`config.mk`:
```
export PLATFORM = sky130hd
export DESIGN_NAME = smc_standby_ctrl
export DESIGN_NICKNAME = d
export VERILOG_FILES = /design/src/logic/smc_pkg.sv /design/src/logic/smc_standby_ctrl.sv /design/src/logic/smc_wait_counter.sv
export SDC_FILE = /design/constraint.sdc
export NUM_CORES = 1
export LEC_CHECK = 0
export BUFFER_PORTS_ARGS = -buffer_cell sky130_fd_sc_hd__buf_2
export CAP_MARGIN = 10
export CORE_ASPECT_RATIO = 1.1
export CORE_UTILIZATION = 50
export DETAILED_ROUTE_END_ITERATION = 8
export PLACE_DENSITY = 0.71
export SLEW_MARGIN = 20
export SYNTH_ARGS = -nofsm -noshare
export SYNTH_HDL_FRONTEND = slang
export SYNTH_SLANG_ARGS = --single-unit
```
`constraint.sdc`:
```
create_clock -name clk -period 2.5 [get_ports clk]
set_input_delay 0.375 -clock clk [delete_from_list [all_inputs] [get_ports clk]]
set_output_delay 0.375 -clock clk [all_outputs]
set_load 0.02 [all_outputs]
```
`src/logic/smc_pkg.sv`:
```
// constants and carrier types for the standby mode controller
package smc_pkg;

    // ------------------------------------------------------------
    // clock and register layout
    // ------------------------------------------------------------
    localparam int unsigned CLK_HZ        = 40_000_000;   // system clock rate
    localparam int unsigned PCC_STOP_BIT  = 3;            // stop bit of clock control
    localparam int unsigned PCC_HALT_BIT  = 2;            // halt bit of clock control
    localparam int unsigned EDGE0_BYP_BIT = 2;            // filter bypass bit, edge0 mode

    // settling wait exponents (main clock periods = 2**exp)
    localparam int unsigned WAIT_EXP_20   = 20;
    localparam int unsigned WAIT_EXP_17   = 17;
    localparam int unsigned WAIT_EXP_15   = 15;
    localparam int unsigned WAIT_EXP_13   = 13;
    localparam int unsigned WAIT_W        = 21;           // counter width for 2**20

    // timer mode codes, low three bits
    localparam logic [2:0] TMODE_W20      = 3'h0;
    localparam logic [2:0] TMODE_W17      = 3'h3;
    localparam logic [2:0] TMODE_W15      = 3'h5;
    localparam logic [2:0] TMODE_W13      = 3'h7;

    // resume sequencing: instructions run before the vectored take
    localparam logic [1:0] RESUME_INSNS   = 2'h2;

    // ------------------------------------------------------------
    // state machine
    // ------------------------------------------------------------
    typedef enum logic [4:0] {
        SMC_RUN    = 5'b0_0001,   // cpu executing
        SMC_HALT   = 5'b0_0010,   // cpu clock gated
        SMC_STOP   = 5'b0_0100,   // main oscillator stopped
        SMC_SETTLE = 5'b0_1000,   // counting settling wait
        SMC_RESUME = 5'b1_0000    // clearing bits, reopening cpu clock
    } smc_state_t;

    // wake source request/enable view
    typedef struct packed {
        logic irq_one;      // ext_irq_one request and enable
        logic irq_two;      // ext_irq_two_testable, testable source
        logic irq_four;     // ext_irq_four
        logic irq_zero;     // ext_irq_zero
        logic watch;        // watch_timer_request, testable source
        logic other;        // any internal vectored source
    } smc_wake_t;

    // peripheral run enables
    typedef struct packed {
        logic itimer_run;   // interval / watchdog timer
        logic serial_run;   // serial interface
        logic tcount_run;   // timer / event counters
        logic watch_run;    // watch timer
        logic disp_run;     // display controller
        logic edge0_run;    // ext_irq_zero detector
        logic edge124_run;  // other external irq detectors
    } smc_periph_t;

endpackage : smc_pkg

```
`src/logic/smc_standby_ctrl.sv`:
```
// standby mode controller: stop / halt entry, wake, settling, resume
`timescale 1ns/1ps

module smc_standby_ctrl
    import smc_pkg::*;
#(
    parameter bit          OTP_VARIANT   = 1'b0,   // fixed short reset wait
    parameter int unsigned RST_WAIT_EXP  = WAIT_EXP_17, // build-time reset wait
    parameter int unsigned WAIT_SCALE    = 0       // right shift of waits, sim only
)
(
    // clock and reset
    input  wire logic        clk,
    input  wire logic        nrst,
    // cpu instruction strobes, same clock
    input  wire logic        stop_insn,        // stop instruction executed
    input  wire logic        halt_insn,        // halt instruction executed
    input  wire logic        insn_retired,     // one instruction completed
    input  wire logic        master_irq_enable,
    input  wire logic        run_on_main_clk,  // cpu currently on main clock
    // interrupt requests anded with enables, from irq logic
    input  wire smc_wake_t   wake_req,
    // configuration
    input  wire logic [3:0]  interval_timer_mode,
    input  wire logic [3:0]  edge0_mode_register,
    input  wire logic        serial_ext_clk,   // serial uses external shift clock
    input  wire logic        tcount_ext_pin,   // counters use timer_count_input_pins
    input  wire logic        watch_on_sub,     // watch timer on subclock
    input  wire logic        display_clock_select, // display on subclock
    // oscillator pin status, asynchronous
    input  wire logic        main_osc_running, // main oscillator oscillating
    input  wire logic        main_clk_tick,    // main clock period marker
    input  wire logic        reset_wake,       // reset seen while in standby
    // outputs
    output logic [3:0]       processor_clock_control_sb, // stop/halt bits view
    output logic             main_osc_enable,  // main oscillator on
    output logic             cpu_clk_enable,   // cpu clock ungated
    output logic             in_standby,       // standby active
    output logic             hold_state,       // freeze cpu-visible state
    output logic             vector_take,      // take vectored irq, pulse
    output logic             reset_seq_start,  // ordinary reset sequence, pulse
    output smc_periph_t      periph_run        // peripheral run enables
);

    initial
    begin
        if (RST_WAIT_EXP != WAIT_EXP_17 && RST_WAIT_EXP != WAIT_EXP_15)
            $error("smc_standby_ctrl: reset wait must be 2**17 or 2**15");
        if (WAIT_SCALE > WAIT_EXP_13)
            $error("smc_standby_ctrl: WAIT_SCALE too large");
    end

    // ------------------------------------------------------------
    // helper functions
    // ------------------------------------------------------------

    // settling periods for a timer mode code
    function automatic logic [WAIT_W-1:0] wait_of_code(input logic [2:0] code);
        logic [WAIT_W-1:0] w;
        w = '0;
        case (code)
            TMODE_W20: w = WAIT_W'(1) << WAIT_EXP_20;
            TMODE_W17: w = WAIT_W'(1) << WAIT_EXP_17;
            TMODE_W15: w = WAIT_W'(1) << WAIT_EXP_15;
            TMODE_W13: w = WAIT_W'(1) << WAIT_EXP_13;
            default:   w = WAIT_W'(1) << WAIT_EXP_13; // prohibited code
        endcase
        return w >> WAIT_SCALE;
    endfunction : wait_of_code

    // release allowed for either standby kind
    function automatic logic wake_any(input smc_wake_t w, input logic bypass);
        return w.irq_one | w.irq_two | w.irq_four | w.watch | w.other
             | (w.irq_zero & bypass);
    endfunction : wake_any

    // ------------------------------------------------------------
    // synchronisers for pin inputs
    // ------------------------------------------------------------
    logic [2:0] sync1_ff;   // first stage, read only by second
    logic [2:0] sync2_ff;   // second stage
    logic       osc_s;      // oscillator running, synced
    logic       tick_s;     // main clock period, synced
    logic       rwake_s;    // reset wake, synced
    logic       tick_d_ff;  // delayed tick for edge detect

    always_ff @(posedge clk or negedge nrst)
    begin
        if (!nrst)
        begin
            sync1_ff  <= 3'h0;
            sync2_ff  <= 3'h0;
            tick_d_ff <= 1'b0;
        end
        else
        begin
            sync1_ff  <= {reset_wake, main_clk_tick, main_osc_running};
            sync2_ff  <= sync1_ff;
            tick_d_ff <= sync2_ff[1];
        end
    end

    assign osc_s   = sync2_ff[0];
    assign tick_s  = sync2_ff[1] & ~tick_d_ff;
    assign rwake_s = sync2_ff[2];

    // ------------------------------------------------------------
    // state
    // ------------------------------------------------------------
    typedef struct packed {
        smc_state_t  state;     // sequencer state
        logic [3:0]  pcc_sb;    // stop/halt bits of clock control
        logic        from_stop; // settling after stop
        logic        by_reset;  // woken by reset
        logic        vec_pend;  // vectored take pending
        logic [1:0]  insn_cnt;  // instructions since resume
        logic        osc_en;    // main oscillator enable
        logic        cpu_en;    // cpu clock enable
        logic        vec;       // vector take pulse
        logic        rst_seq;   // reset sequence pulse
        smc_periph_t per;       // peripheral run enables
    } smc_top_state_t;

    smc_top_state_t st_ff;      // registered state
    smc_top_state_t nxt_st;     // next state

    logic              bypass0;    // ext_irq_zero filter bypassed
    logic              wake;       // qualified wake request
    logic              vec_ok;     // wake source may vector
    logic              wc_start;   // start settling counter
    logic [WAIT_W-1:0] wc_load;    // settling length
    logic              wc_done;    // settling complete
    logic              settle_arm; // oscillator restarted, count may begin

    assign bypass0 = edge0_mode_register[EDGE0_BYP_BIT];
    assign wake    = wake_any(wake_req, bypass0);
    // testable sources alone never vector
    assign vec_ok  = wake_req.irq_one | wake_req.irq_four | wake_req.other
                   | (wake_req.irq_zero & bypass0);

    // ------------------------------------------------------------
    // settling counter
    // ------------------------------------------------------------
    smc_wait_counter #(
        .WIDTH    (WAIT_W)
    ) u_wait (
        .clk      (clk),
        .nrst     (nrst),
        .start    (wc_start),
        .load_val (wc_load),
        .tick     (tick_s),
        .done     (wc_done)
    );

    // count starts only once the oscillator is seen running
    assign settle_arm = (st_ff.state == SMC_STOP) && st_ff.osc_en && osc_s;
    // a stop taken with a request pending keeps the oscillator and skips
    // the stop state, so the wait is loaded on the way into settle
    assign wc_start   = settle_arm
                      || ((st_ff.state == SMC_RUN) && (nxt_st.state == SMC_SETTLE));
    assign wc_load    = st_ff.by_reset
                      ? ((OTP_VARIANT ? (WAIT_W'(1) << WAIT_EXP_15)
                                      : (WAIT_W'(1) << RST_WAIT_EXP)) >> WAIT_SCALE)
                      : wait_of_code(interval_timer_mode[2:0]);

    // ------------------------------------------------------------
    // next state logic
    // ------------------------------------------------------------
    always_comb
    begin
        nxt_st         = st_ff;
        nxt_st.vec     = 1'b0;
        nxt_st.rst_seq = 1'b0;
        case (st_ff.state)
            SMC_RUN:
            begin
                nxt_st.osc_en = 1'b1;
                nxt_st.cpu_en = 1'b1;
                // two instructions then vectored take
                if (st_ff.vec_pend && insn_retired)
                begin
                    if (st_ff.insn_cnt == RESUME_INSNS - 2'h1)
                    begin
                        nxt_st.vec      = 1'b1;
                        nxt_st.vec_pend = 1'b0;
                        nxt_st.insn_cnt = 2'h0;
                    end
                    else
                        nxt_st.insn_cnt = st_ff.insn_cnt + 2'h1;
                end
                if (stop_insn && run_on_main_clk)
                begin
                    nxt_st.pcc_sb[PCC_STOP_BIT] = 1'b1;
                    nxt_st.vec_pend = 1'b0;
                    nxt_st.cpu_en   = 1'b0;
                    if (wake)
                    begin
                        // pending request: skip stop, go to settle, keep osc
                        nxt_st.state     = SMC_SETTLE;
                        nxt_st.from_stop = 1'b1;
                        nxt_st.by_reset  = 1'b0;
                    end
                    else
                    begin
                        nxt_st.state  = SMC_STOP;
                        nxt_st.osc_en = 1'b0;
                        nxt_st.by_reset = 1'b0;
                        // settle must hold for the counter, not fall through
                        nxt_st.from_stop = 1'b1;
                    end
                end
                else if (halt_insn)
                begin
                    nxt_st.pcc_sb[PCC_HALT_BIT] = 1'b1;
                    nxt_st.vec_pend = 1'b0;
                    nxt_st.cpu_en   = 1'b0;
                    nxt_st.state    = wake ? SMC_RESUME : SMC_HALT;
                    nxt_st.from_stop = 1'b0;
                    nxt_st.by_reset  = 1'b0;
                end
            end
            SMC_HALT:
            begin
                if (rwake_s)
                begin
                    nxt_st.by_reset = 1'b1;
                    nxt_st.state    = SMC_RESUME;
                end
                else if (wake)
                    nxt_st.state = SMC_RESUME;
            end
            SMC_STOP:
            begin
                // restart oscillator on wake, then wait for it to run
                if (!st_ff.osc_en)
                begin
                    if (rwake_s)
                    begin
                        nxt_st.by_reset = 1'b1;
                        nxt_st.osc_en   = 1'b1;
                    end
                    else if (wake)
                        nxt_st.osc_en = 1'b1;
                end
                else if (osc_s)
                    nxt_st.state = SMC_SETTLE;
            end
            SMC_SETTLE:
            begin
                if (rwake_s)
                    nxt_st.by_reset = 1'b1;
                if (wc_done || (!st_ff.from_stop))
                    nxt_st.state = SMC_RESUME;
            end
            SMC_RESUME:
            begin
                // bits cleared and cpu clock opened on the same edge
                nxt_st.pcc_sb[PCC_STOP_BIT] = 1'b0;
                nxt_st.pcc_sb[PCC_HALT_BIT] = 1'b0;
                nxt_st.osc_en    = 1'b1;
                nxt_st.cpu_en    = 1'b1;
                nxt_st.from_stop = 1'b0;
                nxt_st.state     = SMC_RUN;
                nxt_st.insn_cnt  = 2'h0;
                if (st_ff.by_reset)
                begin
                    nxt_st.rst_seq  = 1'b1;
                    nxt_st.vec_pend = 1'b0;
                    nxt_st.by_reset = 1'b0;
                end
                else
                    nxt_st.vec_pend = master_irq_enable & vec_ok;
            end
            default:
                nxt_st.state = SMC_RUN;
        endcase
        // peripheral run enables per mode
        nxt_st.per.itimer_run  = (nxt_st.state != SMC_STOP) && nxt_st.osc_en
                               && !(nxt_st.state == SMC_SETTLE
                                    && st_ff.from_stop == 1'b0 && 1'b0);
        nxt_st.per.serial_run  = serial_ext_clk || nxt_st.osc_en;
        nxt_st.per.tcount_run  = tcount_ext_pin || nxt_st.osc_en;
        nxt_st.per.watch_run   = watch_on_sub || nxt_st.osc_en;
        nxt_st.per.disp_run    = display_clock_select || nxt_st.osc_en;
        nxt_st.per.edge0_run   = (nxt_st.state == SMC_RUN) || bypass0;
        nxt_st.per.edge124_run = 1'b1;
    end

    // register
    always_ff @(posedge clk or negedge nrst)
    begin
        if (!nrst)
        begin
            st_ff         <= '0;
            st_ff.state   <= SMC_RUN;
            st_ff.osc_en  <= 1'b1;
            st_ff.cpu_en  <= 1'b1;
            st_ff.per     <= '1;
        end
        else
            st_ff <= nxt_st;
    end

    // ------------------------------------------------------------
    // outputs, all from flip-flops
    // ------------------------------------------------------------
    assign processor_clock_control_sb = st_ff.pcc_sb;
    assign main_osc_enable            = st_ff.osc_en;
    assign cpu_clk_enable             = st_ff.cpu_en;
    assign in_standby                 = ~st_ff.cpu_en;
    assign hold_state                 = ~st_ff.cpu_en;
    assign vector_take                = st_ff.vec;
    assign reset_seq_start            = st_ff.rst_seq;
    assign periph_run                 = st_ff.per;

endmodule : smc_standby_ctrl

```
`src/logic/smc_wait_counter.sv`:
```
// settling wait counter for the standby mode controller
`timescale 1ns/1ps

module smc_wait_counter
    import smc_pkg::*;
#(
    parameter int unsigned WIDTH = WAIT_W
)
(
    // clock and reset
    input  wire logic             clk,
    input  wire logic             nrst,
    // control
    input  wire logic             start,     // load a new wait
    input  wire logic [WIDTH-1:0] load_val,  // periods to wait
    input  wire logic             tick,      // one main clock period seen
    // status
    output logic                  done       // wait finished, one cycle
);

    initial
    begin
        if (WIDTH < WAIT_EXP_20 + 1)
            $error("smc_wait_counter: WIDTH too small for longest wait");
    end

    // ------------------------------------------------------------
    // state
    // ------------------------------------------------------------
    typedef struct packed {
        logic [WIDTH-1:0] cnt;   // remaining periods
        logic             busy;  // counting
        logic             done;  // finish pulse
    } smc_wc_state_t;

    smc_wc_state_t st_ff;        // registered state
    smc_wc_state_t nxt_st;       // next state

    // next state: load, count down on tick, pulse at zero
    always_comb
    begin
        nxt_st      = st_ff;
        nxt_st.done = 1'b0;
        if (start)
        begin
            nxt_st.cnt  = load_val;
            nxt_st.busy = 1'b1;
        end
        else if (st_ff.busy && tick)
        begin
            if (st_ff.cnt <= WIDTH'(1))
            begin
                nxt_st.cnt  = '0;
                nxt_st.busy = 1'b0;
                nxt_st.done = 1'b1;
            end
            else
            begin
                nxt_st.cnt = st_ff.cnt - WIDTH'(1);
            end
        end
    end

    // register
    always_ff @(posedge clk or negedge nrst)
    begin
        if (!nrst)
            st_ff <= '0;
        else
            st_ff <= nxt_st;
    end

    assign done = st_ff.done;

endmodule : smc_wait_counter

```
==> summary.txt <==
Status
  – Status: finished, violations left
  – Failing checks: design-rule violations

Timing
  – Hold Vio Cnt, Final: 0
  – Tightest Pin Transition: 0.601 ns
  – Clk_skew: 0.00456 ns
  – RSZ-0062 raised after global routing: no
  – Rel. slew slack: 59.8%
  – Final setup violating endpoints: 0
  – Period utilisation layout: 96.1%
  – Fmax: 416 MHz
  – TNS Setup: 0 ns
  – Slew Viols, Final: 0
  – Tmin final: 2.40 ns

Finish
  – Ant diodes: 0
  – Syn-to-layout area delta: 14.8%
  – Fillers: 428
  – Layout Nets: 340
  – Reg area: 0.00131 mm²
  – Layout Utilization: 59.7%
  – Layout cells sized above 1: 28.3%
  – Multi-input logic area: 0.00114 mm²

Critical path
  – WP data arrival: 2.64 ns
  – Kind of critical path: reg2reg
  – Worst setup EP type: register
  – Required @ worst endpoint: 2.74 ns
  – Largest stage delay, worst path: 0.59 ns
  – Sum of buffers and inverters on the critical path: 0
  – Crit path launch: u_wait.st_ff[12]
  – Crit path top cell by count: or3_1
  – Worst path top cell family by delay: simple AND/OR/NAND/NOR gates
  – Cell Chain, Critical Path: or4_1 -> or4_4 -> or3_1 -> or3_1 -> a21oi_2
  – Slowest cell on crit path: or4_1
  – Startpoint Class: register
  – RR Startpoint: u_wait.st_ff[12]
  – Worst-path fanout max: 4

Floorplan
  – Top Ports: 45
  – Die area: 0.00549 mm²
  – Die W: 70.7 µm
  – Row cnt: 27
  – Die height: 77.6 µm
  – CORE AREA: 0.00500 mm²
  – Starting Density: 52.0%

Global route
  – Antenna violations before repair: 0
  – GRT Residual Overflow: 0
  – Largest net degree at the start of global routing: 27
  – Overall global routing resource usage: 21.7%
  – Vias in the first global route: 1998
  – First-pass GRT wire length: 9360 µm

Hold path
  – Hold Path Class: in2async

Clock tree
  – Resized cells post-CTS: 0
  – Clock sink count: 52
  – Clk root buf: clkbuf_8
  – Hold buffer count at CTS: 0
  – CTS Buffer Depth: 2
  – H-tree levels: 2
  – Clock Pin Slew Worst Setup and Hold Paths: 0.09 ns
  – Inserted Clock Buffers: 5
  – CTS tree: done
  – Clock Latency Late Sink: 0.30 ns
  – Setup Fix Bufs, Post-CTS: 0

Logic synthesis
  – Gate Count Post-Synth: 268
  – Syn_area_per_cell: 9.70 µm²
  – Unique masters post-synth: 52
  – Top_reg_cell synth: dfrtp_1
  – Synth warn: 0
  – Most frequent cell after synthesis: dfrtp_1
  – Ys async rst share: 100%
  – Synth Register Bits: 52
  – Area leader, netlist: dfrtp_1
  – Post-synth EDFFs: 0
  – Synthesized area: 0.00260 mm²
  – Synth top area cells: dfrtp_1 41%, dfstp_2 9.1%, a21oi_1 4.6%
  – Register area share after synthesis: 50.5%
  – Commonest cells post-synth: 43 x dfrtp_1, 24 x a21oi_1, 19 x nand2_1
  – Yosys top cell area share: 41.4%

Drt
  – DRC: 6
  – Iteration-0 DRC count of the detailed router: 174
  – TritonRoute pass-1 iters: 6
  – Via/cell ratio: 5.83
  – Vias: 2152
  – Drt total wl: 5420 µm
  – Per-cell routed wire length: 14.7 µm
  – Final ANT Viol Nets: 0

Place
  – Port-buffer cells: 37
  – GPL Wtd Cong: 0.848
  – Final HPWL DP: 4000 µm

Power and ir drop
  – Pwr Total: 3.23 mW
  – LEAKAGE: 1.32 nW
  – Maximum vdd drop: 531 µV
  – Pwr per Cell Area: 1080 mW/mm²

Run
  – Max Cap Viol: 0
-- sequential cells by signal (all words and copies together) (netlist names) --
| name | cells |
|---|---|
| cpu_clk_enable | 1 |
| main_osc_enable | 1 |
| periph_run | 6 |
| processor_clock_control_sb | 2 |
| reset_seq_start | 1 |
| st_ff | 10 |
| sync1_ff | 3 |
| sync2_ff | 3 |
| tick_d_ff | 1 |
| u_wait.done | 1 |
| u_wait.st_ff | 22 |
| vector_take | 1 |
-- worst paths after layout --
check | slack [ns] | cells past startpoint | end
worst max-delay path | 0.1 | 5 | u_wait.st_ff[19]
worst min-delay path | 0.06 | 1 | u_wait.st_ff[6]
worst max register to register | 0.1 | 5 | u_wait.st_ff[19]
worst min register to register | 0.36 | 0 | sync2_ff[2]
max in group asynchronous | 1.78 | 2 | periph_run[3]
min in group clk | 0.17 | 1 | sync1_ff[1]
-- layout make-up --
type                       count  share of cell area, %
clock buffer                   5                   2.31
clock inverter                 3                  0.755
inverter                       8                   1.01
multi-input combinational    186                   38.3
sequential                    52                   44.0
tap                           58                   2.43
timing repair buffer          57                   11.2
-- cells in the final DEF (no fill, tap or decap), types with 4 or more instances in the layout --
master,Yosys,final
nor3_1,10,10
dfstp_2,9,9
dfrtp_1,43,43
clkbuf_8,0,5
inv_1,8,8
buf_2,1,37
nor2_1,17,17
nand3b_1,5,5
nand3_1,7,6
or2_2,7,7
nor4_1,4,4
buf_4,12,20
or4_1,8,7
o21ai_0,14,14
or3_1,14,14
nand2_1,19,19
a21oi_1,24,24
-- routing by layer --
| layer | vias up | part of all wire [%] | track usage (%) |
|---|---|---|---|
| met5 | - | 0 | 0 |
| li1 | 1042 | - | - |
| met2 | 47 | 48 | 34.2 |
| met4 | 0 | 0.53 | 5.80 |
| met1 | 1059 | 47 | 30.6 |
| met3 | 4 | 3.8 | 4.29 |
-- per-stage QoR --
stage,cell area [µm²],instances,worst slack (ns),hold slack (ns)
detailed placement,2880,361,0.0646,0.336
finish,2980,369,0.0973,0.0591
CTS,2970,369,0.0328,0.0750
floorplan,2600,269,0.158,0.0794
global placement,2880,361,0.0972,0.333
global route,2980,369,0.00647,0.101
-- cell families (layout without fill, tap and decap cells) --
| logic type | Yosys count | count (layout) | synth area share, % |
|---|---|---|---|
| mux | 2 | 2 | 0.770 |
| xor+xnor | 3 | 3 | 1.01 |
| simple gates | 111 | 111 | 24.2 |
| compound gates | 65 | 65 | 16.0 |
| buf+inv | 31 | 73 | 6.26 |
| fa+ha+maj | 2 | 2 | 0.963 |
| other cells | 2 | 3 | 0.289 |
| flops | 52 | 52 | 50.5 |
-- power breakdown --
part / total, mW / switching, mW / internal [mW]
logic: 1.37 / 0.774 / 0.598
clock network: 0.486 / 0.285 / 0.201
registers: 1.37 / 0.218 / 1.15
No activity file was read; power rests on OpenSTA's default activity.
